File: config.mk
export PLATFORM = sky130hd
export DESIGN_NAME = ascd_top
export DESIGN_NICKNAME = d
export VERILOG_FILES = /design/src/shared/ascd_pkg.sv /design/src/rtl/ascd_top.sv /design/src/rtl/ascd_sync.sv
export VERILOG_INCLUDE_DIRS = /design/src /design/src/shared
export SDC_FILE = /design/constraint.sdc
export NUM_CORES = 1
export LEC_CHECK = 0
export ABC_AREA = 1
export BUFFER_PORTS_ARGS = -buffer_cell sky130_fd_sc_hd__buf_2
export CAP_MARGIN = 20
export CORE_MARGIN = 2
export CORE_UTILIZATION = 45
export CTS_BUF_LIST = sky130_fd_sc_hd__clkbuf_8
export DETAILED_ROUTE_END_ITERATION = 8
export GPL_ROUTABILITY_DRIVEN = 0
export HOLD_SLACK_MARGIN = 0.06
export PLACE_DENSITY = 0.73
export SETUP_SLACK_MARGIN = 0.4
export SLEW_MARGIN = 20
export SYNTH_ARGS = -nofsm -noshare
export SYNTH_HDL_FRONTEND = slang
export SYNTH_SLANG_ARGS = --single-unit
export TNS_END_PERCENT = 10
File: constraint.sdc
create_clock -name ref_clk_in -period 4.6 [get_ports ref_clk_in]
set_input_delay 0.23 -clock ref_clk_in [delete_from_list [all_inputs] [get_ports ref_clk_in]]
set_output_delay 0.23 -clock ref_clk_in [all_outputs]
set_load 0.02 [all_outputs]
File: src/shared/ascd_params.svh
// Offsets, field positions, reset values and timing figures of the divider.
`ifndef ASCD_PARAMS_SVH
`define ASCD_PARAMS_SVH

`define ASCD_ADDR_W 12
`define ASCD_DATA_W 8
`define ASCD_DIV_W 3

`define ASCD_OFS_DCS_CTRL 12'h009
`define ASCD_OFS_CLK_DIV 12'h00B
`define ASCD_OFS_SYNC_CTRL 12'h100
`define ASCD_OFS_STATUS 12'h102

`define ASCD_DCS_EN_BIT 0
`define ASCD_SYNC_EN_BIT 1
`define ASCD_SYNC_FIRST_BIT 2

`define ASCD_ST_LOCK_BIT 0
`define ASCD_ST_ARMED_BIT 1
`define ASCD_ST_DCS_BIT 2
`define ASCD_ST_SEEN_BIT 3
`define ASCD_ST_RATIO_LSB 4

`define ASCD_RST_SYNC_CTRL 8'h00
`define ASCD_RST_DCS_EN 1'b1
`define ASCD_RST_DIV_CODE 3'h0

`define ASCD_DCS_RELOCK_NS 1500
`define ASCD_DCS_MIN_MHZ 20
`define ASCD_REF_MHZ 100
`define ASCD_REF_PERIOD_PS 10000
`define ASCD_PS_PER_NS 1000
`define ASCD_SYNC_STAGES 2

`endif

File: src/shared/ascd_pkg.sv
// Types shared by the sample clock divider files.
`include "ascd_params.svh"

package ascd_pkg;

   typedef struct packed {
      logic [`ASCD_ADDR_W-1:0] addr;
      logic [`ASCD_DATA_W-1:0] wdata;
      logic wr;
      logic rd;
   } ascd_bus_req_s;

   typedef enum logic [1:0] {
      ASCD_DCS_OFF,
      ASCD_DCS_RELOCK,
      ASCD_DCS_LOCKED
   } ascd_dcs_state_e;

endpackage

File: src/rtl/ascd_top.sv
// Sample clock divider with duty cycle stabilizer and external sync.
//
// Function
// [RL1] Divide the input sample clock by an integer from 1 to 8.
// [RL2] Software should enable the stabilizer for ratios other than 1, 2, 4.
// [RL3] Sync control bits 1 and 2 pick resync on every or first sync.
// [RL4] A valid sync returns the divider counter to its initial state.
// [RL5] The sync input passes a clocked synchronizer before acting.
// [RL6] The board should align sync to the input clock for all devices.
// [RL7] Stabilizer on: internal clock high about half of each divided period.
// [RL8] Stabilizer does not run or lock below 20 MHz divided rate.
// [RL9] After a rate change software waits 1.5 to 5 us for relock.
// [RL10] Each sample is taken on the rising edge of the conversion clock.
// [RL11] First-sync mode ignores later syncs until the register is rewritten.
// [RL12] A new ratio takes effect only at terminal count, with no runt pulse; the code also loads it on a valid sync.
//
// The address-and-strobe port was chosen for this implementation.
`timescale 1ns/1ps
`include "ascd_params.svh"

module ascd_top #(
   parameter int REF_MHZ = `ASCD_REF_MHZ,
   parameter int REF_PERIOD_PS = `ASCD_REF_PERIOD_PS,
   parameter int SYNC_STAGES = `ASCD_SYNC_STAGES
) (
   input wire logic ref_clk_in,
   input wire logic arst_n_in,
   input wire ascd_pkg::ascd_bus_req_s bus_req_in,
   output logic [`ASCD_DATA_W-1:0] rd_data_out,
   input wire logic sync_in,
   output logic conv_clk_out,
   output logic sample_strobe_out,
   output logic dcs_active_out,
   output logic dcs_locked_out
);

   ////////////////////////////////////////////////////////////////////////////
   // Constants and helper functions.

   localparam int DIV_W = `ASCD_DIV_W;
   localparam int DATA_W = `ASCD_DATA_W;
   localparam int ADDR_W = `ASCD_ADDR_W;
   localparam int RELOCK_RAW =
      (`ASCD_DCS_RELOCK_NS * `ASCD_PS_PER_NS + REF_PERIOD_PS - 1)
      / REF_PERIOD_PS;
   localparam int RELOCK_INT = (RELOCK_RAW < 1) ? 1 : RELOCK_RAW;
   localparam int LOCK_W = $clog2(RELOCK_INT + 1);
   localparam logic [LOCK_W-1:0] RELOCK_CYC = LOCK_W'(RELOCK_INT);

   function automatic logic addr_hit(input logic [ADDR_W-1:0] a,
                                     input logic [ADDR_W-1:0] ofs);
      return a == ofs;
   endfunction

   // The stabilizer loop cannot follow a divided rate under its floor.
   function automatic logic rate_ok(input logic [DIV_W-1:0] code);
      int ratio;
      ratio = int'(code) + 1;
      return REF_MHZ >= `ASCD_DCS_MIN_MHZ * ratio; // RL8
   endfunction

   // High time in input cycles for one divided period.
   function automatic logic [DIV_W:0] high_len(input logic [DIV_W-1:0] code,
                                               input logic duty_cycle_stabilizer);
      logic [DIV_W:0] ratio;
      ratio = {1'b0, code} + (DIV_W+1)'(1);
      if (duty_cycle_stabilizer) begin
         return (ratio + (DIV_W+1)'(1)) >> 1; // RL7
      end
      return (DIV_W+1)'(1);
   endfunction

   ////////////////////////////////////////////////////////////////////////////
   // Register bus decode.

   wire wr_dcs = bus_req_in.wr && addr_hit(bus_req_in.addr,
                                           `ASCD_OFS_DCS_CTRL);
   wire wr_div = bus_req_in.wr && addr_hit(bus_req_in.addr,
                                           `ASCD_OFS_CLK_DIV);
   wire wr_sync = bus_req_in.wr && addr_hit(bus_req_in.addr,
                                            `ASCD_OFS_SYNC_CTRL);
   wire rd_dcs = addr_hit(bus_req_in.addr, `ASCD_OFS_DCS_CTRL);
   wire rd_div = addr_hit(bus_req_in.addr, `ASCD_OFS_CLK_DIV);
   wire rd_sync = addr_hit(bus_req_in.addr, `ASCD_OFS_SYNC_CTRL);
   wire rd_stat = addr_hit(bus_req_in.addr, `ASCD_OFS_STATUS);

   logic dcs_en_reg;
   logic [DIV_W-1:0] div_code_reg;
   logic [DATA_W-1:0] sync_ctrl_reg;
   logic armed_reg;
   logic seen_reg;
   logic [DATA_W-1:0] rd_data_reg;

   wire dcs_en_next = wr_dcs ? bus_req_in.wdata[`ASCD_DCS_EN_BIT]
                             : dcs_en_reg;
   wire [DIV_W-1:0] div_code_next = wr_div ? bus_req_in.wdata[DIV_W-1:0]
                                           : div_code_reg;
   wire [DATA_W-1:0] sync_ctrl_next = wr_sync ? bus_req_in.wdata
                                              : sync_ctrl_reg;

   ////////////////////////////////////////////////////////////////////////////
   // Sync input path.

   logic sync_q;
   logic sync_q_d_reg;

   ascd_sync #(
      .STAGES(SYNC_STAGES)
   ) u_sync (
      .clk_in(ref_clk_in),
      .arst_n_in(arst_n_in),
      .d_in(sync_in),
      .q_out(sync_q)
   ); // RL5

   wire sync_rise = sync_q && !sync_q_d_reg;
   wire sync_en = sync_ctrl_reg[`ASCD_SYNC_EN_BIT]; // RL3
   wire sync_first = sync_ctrl_reg[`ASCD_SYNC_FIRST_BIT]; // RL3
   // Later syncs are dropped in single-shot mode until re-armed.
   wire sync_valid = sync_rise && sync_en && (!sync_first || armed_reg); // RL11

   // A write re-arms and wins over a sync consumed in the same cycle.
   wire armed_next = wr_sync ? 1'b1
                   : ((sync_valid && sync_first) ? 1'b0 : armed_reg); // RL11
   wire seen_next = sync_valid ? 1'b1 : (wr_sync ? 1'b0 : seen_reg);

   ////////////////////////////////////////////////////////////////////////////
   // Divider counter.

   logic [DIV_W-1:0] cnt_reg;
   logic [DIV_W-1:0] ratio_act_reg;
   logic conv_clk_reg;
   logic strobe_reg;
   logic dcs_hi_reg;

   wire terminal = cnt_reg == ratio_act_reg;
   // The ratio switches at a period boundary or on a valid sync, which also restarts the count.
   wire ratio_load = terminal || sync_valid; // RL12
   wire [DIV_W-1:0] ratio_next = ratio_load ? div_code_reg
                                            : ratio_act_reg; // RL12
   wire [DIV_W-1:0] cnt_next = (sync_valid || terminal) ? '0
                             : cnt_reg + DIV_W'(1); // RL1 RL4
   wire ratio_change = ratio_load && (ratio_next != ratio_act_reg);

   wire dcs_act_next = dcs_en_next && rate_ok(ratio_next); // RL8
   // The duty choice is held for a whole period, so a stabilizer toggle
   // in mid-period cannot add a rising edge that carries no strobe.
   wire dcs_hi_next = ratio_load ? dcs_act_next : dcs_hi_reg; // RL12
   wire [DIV_W:0] high_next = high_len(ratio_next, dcs_hi_next); // RL7
   // With ratio 1 the clock stays high and the strobe marks every edge.
   wire conv_clk_next = {1'b0, cnt_next} < high_next; // RL1
   wire strobe_next = cnt_next == '0; // RL10

   ////////////////////////////////////////////////////////////////////////////
   // Stabilizer lock tracking.

   ascd_pkg::ascd_dcs_state_e dcs_state_reg;
   ascd_pkg::ascd_dcs_state_e dcs_state_next;
   logic [LOCK_W-1:0] lock_cnt_reg;
   logic [LOCK_W-1:0] lock_cnt_next;

   // Any rate change drops lock, so software can see when to trust samples.
   always_comb begin
      dcs_state_next = dcs_state_reg;
      lock_cnt_next = lock_cnt_reg;
      case (dcs_state_reg)
         ascd_pkg::ASCD_DCS_OFF: begin
            if (dcs_act_next) begin
               dcs_state_next = ascd_pkg::ASCD_DCS_RELOCK;
               lock_cnt_next = RELOCK_CYC;
            end
         end
         ascd_pkg::ASCD_DCS_RELOCK: begin
            if (!dcs_act_next) begin
               dcs_state_next = ascd_pkg::ASCD_DCS_OFF;
            end else if (ratio_change) begin
               lock_cnt_next = RELOCK_CYC; // RL9
            end else if (lock_cnt_reg == '0) begin
               dcs_state_next = ascd_pkg::ASCD_DCS_LOCKED;
            end else begin
               lock_cnt_next = lock_cnt_reg - LOCK_W'(1);
            end
         end
         ascd_pkg::ASCD_DCS_LOCKED: begin
            if (!dcs_act_next) begin
               dcs_state_next = ascd_pkg::ASCD_DCS_OFF;
            end else if (ratio_change) begin
               dcs_state_next = ascd_pkg::ASCD_DCS_RELOCK; // RL9
               lock_cnt_next = RELOCK_CYC;
            end
         end
         default: begin
            dcs_state_next = ascd_pkg::ASCD_DCS_OFF;
            lock_cnt_next = '0;
         end
      endcase
   end

   wire locked_next = dcs_state_next == ascd_pkg::ASCD_DCS_LOCKED;

   ////////////////////////////////////////////////////////////////////////////
   // Read data, one cycle after the strobe and zero otherwise.

   logic dcs_active_reg;
   logic locked_reg;

   wire [DATA_W-1:0] stat_word =
      {1'b0, ratio_act_reg, seen_reg, dcs_active_reg, armed_reg, locked_reg};
   wire [DATA_W-1:0] rd_mux =
      rd_dcs ? {{(DATA_W-1){1'b0}}, dcs_en_reg}
      : rd_div ? {{(DATA_W-DIV_W){1'b0}}, div_code_reg}
      : rd_sync ? sync_ctrl_reg
      : rd_stat ? stat_word
      : '0;
   wire [DATA_W-1:0] rd_data_next = bus_req_in.rd ? rd_mux : '0;

   ////////////////////////////////////////////////////////////////////////////
   // Registers.

   always_ff @(posedge ref_clk_in or negedge arst_n_in) begin
      if (!arst_n_in) begin
         dcs_en_reg <= `ASCD_RST_DCS_EN;
         div_code_reg <= `ASCD_RST_DIV_CODE;
         sync_ctrl_reg <= `ASCD_RST_SYNC_CTRL;
         armed_reg <= 1'b0;
         seen_reg <= 1'b0;
         rd_data_reg <= '0;
      end else begin
         dcs_en_reg <= dcs_en_next;
         div_code_reg <= div_code_next;
         sync_ctrl_reg <= sync_ctrl_next;
         armed_reg <= armed_next;
         seen_reg <= seen_next;
         rd_data_reg <= rd_data_next;
      end
   end

   always_ff @(posedge ref_clk_in or negedge arst_n_in) begin
      if (!arst_n_in) begin
         sync_q_d_reg <= 1'b0;
         cnt_reg <= '0;
         ratio_act_reg <= `ASCD_RST_DIV_CODE;
         conv_clk_reg <= 1'b0;
         strobe_reg <= 1'b0;
         dcs_hi_reg <= 1'b0;
      end else begin
         sync_q_d_reg <= sync_q;
         cnt_reg <= cnt_next; // RL4
         ratio_act_reg <= ratio_next;
         conv_clk_reg <= conv_clk_next; // RL7
         strobe_reg <= strobe_next; // RL10
         dcs_hi_reg <= dcs_hi_next;
      end
   end

   always_ff @(posedge ref_clk_in or negedge arst_n_in) begin
      if (!arst_n_in) begin
         dcs_state_reg <= ascd_pkg::ASCD_DCS_OFF;
         lock_cnt_reg <= '0;
         dcs_active_reg <= 1'b0;
         locked_reg <= 1'b0;
      end else begin
         dcs_state_reg <= dcs_state_next;
         lock_cnt_reg <= lock_cnt_next;
         dcs_active_reg <= dcs_act_next; // RL8
         locked_reg <= locked_next;
      end
   end

   ////////////////////////////////////////////////////////////////////////////
   // Outputs.

   assign rd_data_out = rd_data_reg;
   assign conv_clk_out = conv_clk_reg;
   assign sample_strobe_out = strobe_reg;
   assign dcs_active_out = dcs_active_reg;
   assign dcs_locked_out = locked_reg;

endmodule

File: src/rtl/ascd_sync.sv
// Flip-flop chain that brings the external sync level into the clock domain.
`timescale 1ns/1ps

module ascd_sync #(
   parameter int STAGES = 2
) (
   input wire logic clk_in,
   input wire logic arst_n_in,
   input wire logic d_in,
   output logic q_out
);

   logic stage_reg [STAGES];

   // Only the next stage reads each flop, so no logic sees a metastable level.
   genvar i;
   generate
      for (i = 0; i < STAGES; i++) begin : g_stage
         if (i == 0) begin : g_first
            always_ff @(posedge clk_in or negedge arst_n_in) begin
               if (!arst_n_in) begin
                  stage_reg[0] <= 1'b0;
               end else begin
                  stage_reg[0] <= d_in;
               end
            end
         end else begin : g_next
            always_ff @(posedge clk_in or negedge arst_n_in) begin
               if (!arst_n_in) begin
                  stage_reg[i] <= 1'b0;
               end else begin
                  stage_reg[i] <= stage_reg[i-1];
               end
            end
         end
      end
   endgenerate

   assign q_out = stage_reg[STAGES-1];

endmodule

==> metrics.cfg <==
[logic_synthesis]
ys_ff_latch=46
synth_edf_count=0
synthXorXnorAreaFrac_pct=3.13
postSynthCellCount=294
synth_compound_area_share_pct=8.28
ys_top_cells_by_area=dfrtp_1, nand2_1, inv_1, ha_1, nor2_1
synth_area_sq_mm=0.00248
synth_mux_area_share_pct=0
ys_types=40
synthSimpleGateAreaFrac_pct=30.2
ys_warn_count=0
seq_area_frac_synth_pct=46.5
netlist.area_leader.share_pct=45.5
synth_top_cell_by_area=dfrtp_1
synthesis.nets=329
synth_top_family_by_area=simple AND/OR/NAND/NOR gates
synth_fa_ha_area_share_pct=5.35
synthArstFlopShare_pct=100
synth.avg_cell_area_sq_um=8.43
ys.flop_type=dfrtp_1

[hold_path]
hp-class=in2reg
min_from=bus_req_in[7]
hold_path_end=sync_ctrl_reg[5]$_DFFE_PN0P_
holdPathStages=3

[sta]
whs_ns=0.114
final_hold_viol_count=0
setup_violations=0
tightest_slew_ns=0.580
skew_ns=0.0132
clock.fmax_ghz=0.258
fin_tns_setup_ns=0
rsz0062_at_grt=false
post-route-min-period_ns=3.88
slew_headroom_pct=61.4
slew_viol_final=0
post-route-period-util_pct=84.2

[setup_path]
cp.arrival_ns=4.11
rr_worst_depth=24
crit_type=reg2reg
endpoint_kind=flip-flop
crit_fanout=10
crit_required_ns=4.83
critPathLaunchType=flip-flop
r2r-start=ratio_act_reg[0]$_DFF_PN0_
ff2ff_setup_slack_ns=0.72
r2r-end=conv_clk_out$_DFF_PN0_

[floorplanning]
rows=27
start_util_pct=45.8
ios=37
core-area_sq_mm=0.00541
dieHeight_um=78.2
die-width_um=78.2
die_area_sq_mm=0.00611

[global_routing]
grt_antenna_before_repair=0
grt_pass1_wl_um=8390
grt.total_usage_pct=17.4
grt_overflow=0
grt_max_degree=47
grt_pass1_vias=1856

[clocking]
clk_latency_ns=0.31
cts_tree=built
clk_pin_slew_ns=0.09
numCtsBuffers=5
cts_buffer_depth=2
clockRootBuffer=clkbuf_8
cts_htree_levels=2
cts.sinks=46

[detailed_routing]
wl_per_cell_um=12.2
drc=0
firstDrtPassIters=7
via_count=2020
vias_per_cell=4.88
ant_nets=0
routed_wl_um=5040
drt-initial-drc-count=85

[flow_run]
maxCapViolCount=0

[cells_and_area]
syn_to_final_growth_pct=17.2
nets=376
fillCellCount=520
drive_gt1_share_pct=21.9
diodes=0

[power_and_ir_drop]
p_leak_nw=1.49
peakVddDrop_mv=0.268
p_per_area_mw_per_mm2=419

[placed_design]
portBuffers=36
post-dp-hpwl_um=3700

[status]
status=completed

layout make-up:
class | instances | area (sq um) | area share, %
well taps | 72 | 90.1 | 3.10
flip-flops and latches | 46 | 1150 | 39.7
clock inverters | 3 | 43.8 | 1.51
clock buffers | 5 | 68.8 | 2.37
multi-input cells | 207 | 1170 | 40.2
repair buffers | 42 | 233 | 8.02
inverters | 39 | 146 | 5.04
kinds of logic (layout without fill, tap and decap cells):
kind of cell,count (synthesis),in the layout
AND/OR/NAND/NOR,156,156
flip-flops,46,46
buffers and inverters,41,89
AO/OA/AOI/OAI,33,33
adder cells (fa/ha/maj),10,10
XOR/XNOR,8,8
synthesized netlist by cell type, types with 2 or more instances:
cell type,n
nor2_1,26
o21ai_1,6
a21oi_1,8
nand4_1,4
inv_2,3
xor2_1,6
nand3_1,10
inv_1,35
nand2_2,3
nand2_1,84
o21ai_0,10
nand3_2,2
a21boi_0,3
nor3b_1,2
ha_1,9
nor3_2,2
dfrtp_1,45
or2_2,2
nor4_1,3
nor2_4,2
nand2_4,3
nor3_1,8
critical path, cell delays in order, from the launching register on:
cell	delay, ns
dfrtp_2	0.48
inv_1	0.07
nand2_1	0.05
nand2_1	0.08
nand3_2	0.13
nand2_4	0.17
nand2_2	0.08
o21ai_4	0.09
inv_1	0.10
ha_1	0.21
xor2_1	0.19
ha_1	0.20
ha_1	0.18
fa_1	0.48
nand3b_1	0.08
nor3_1	0.21
nand3_2	0.11
nand2_2	0.08
nand2_4	0.08
a21boi_2	0.17
nand2_1	0.07
ha_1	0.27
nand2_1	0.06
nand2_1	0.04
a21oi_1	0.11
worst max path at each step:
stage | from | to | slack [ns]
2_1_floorplan | ratio_act_reg[0]$_DFF_PN0_ | conv_clk_out$_DFF_PN0_ | 0.84
3_3_place_gp | ratio_act_reg[0]$_DFF_PN0_ | conv_clk_out$_DFF_PN0_ | 0.71
3_5_place_dp | ratio_act_reg[0]$_DFF_PN0_ | conv_clk_out$_DFF_PN0_ | 0.52
4_1_cts | ratio_act_reg[0]$_DFF_PN0_ | conv_clk_out$_DFF_PN0_ | 0.47
5_1_grt | ratio_act_reg[0]$_DFF_PN0_ | conv_clk_out$_DFF_PN0_ | 0.40
6_report | ratio_act_reg[0]$_DFF_PN0_ | conv_clk_out$_DFF_PN0_ | 0.72
repair_timing:
item | in CTS | in global routing
gates resized for setup | 0 | 4
buffers inserted | 0 | 4
hold buffers | 1 | 1
endpoints found under the setup margin | 0 | 1
hold endpoints to repair | 1 | 45
power by group:
part	total [mW]	switching, mW	internal (mW)
logic	0.422	0.248	0.174
registers	0.484	0.0364	0.447
clock network	0.311	0.148	0.163
per-layer routing:
layer,GRT usage [%],part of all wire [%],vias to the layer above
met2,29.0,48,41
met5,0,0,-
met4,6.67,1.7,0
li1,-,-,1040
met1,21.8,46,930
met3,4.37,4.6,9
stage by stage:
stage	utilization [%]	instance area (sq um)	total power, mW	std cells	worst slack (ns)
5_1_grt	53.7	2900	1.30	414	0.402
6_report	53.7	2900	1.22	414	0.725
2_1_floorplan	-	2480	0.794	294	0.839
4_1_cts	52.8	2860	1.19	409	0.470
3_3_place_gp	50.6	2730	0.859	400	0.714
3_5_place_dp	50.6	2730	0.875	400	0.519
cells in the final DEF, fill, tap and decap left out, types with 2 or more instances in the layout:
cell,instances
o21ai_1,7
nor3_1,8
nand2_2,3
nor3b_1,2
nor4_1,3
ha_1,9
xor2_1,6
inv_1,35
nor2_4,2
nand2_4,3
nor2_1,26
buf_2,35
clkbuf_8,5
nand4_1,4
a21oi_1,8
o21ai_0,9
nand3_2,2
or2_2,2
inv_2,3
dlygate4sd3_1,2
nor3_2,2
dfrtp_1,44
buf_4,5
nand2_1,84
a21boi_0,2
nand3_1,10
(Power assumes the default switching activity.)
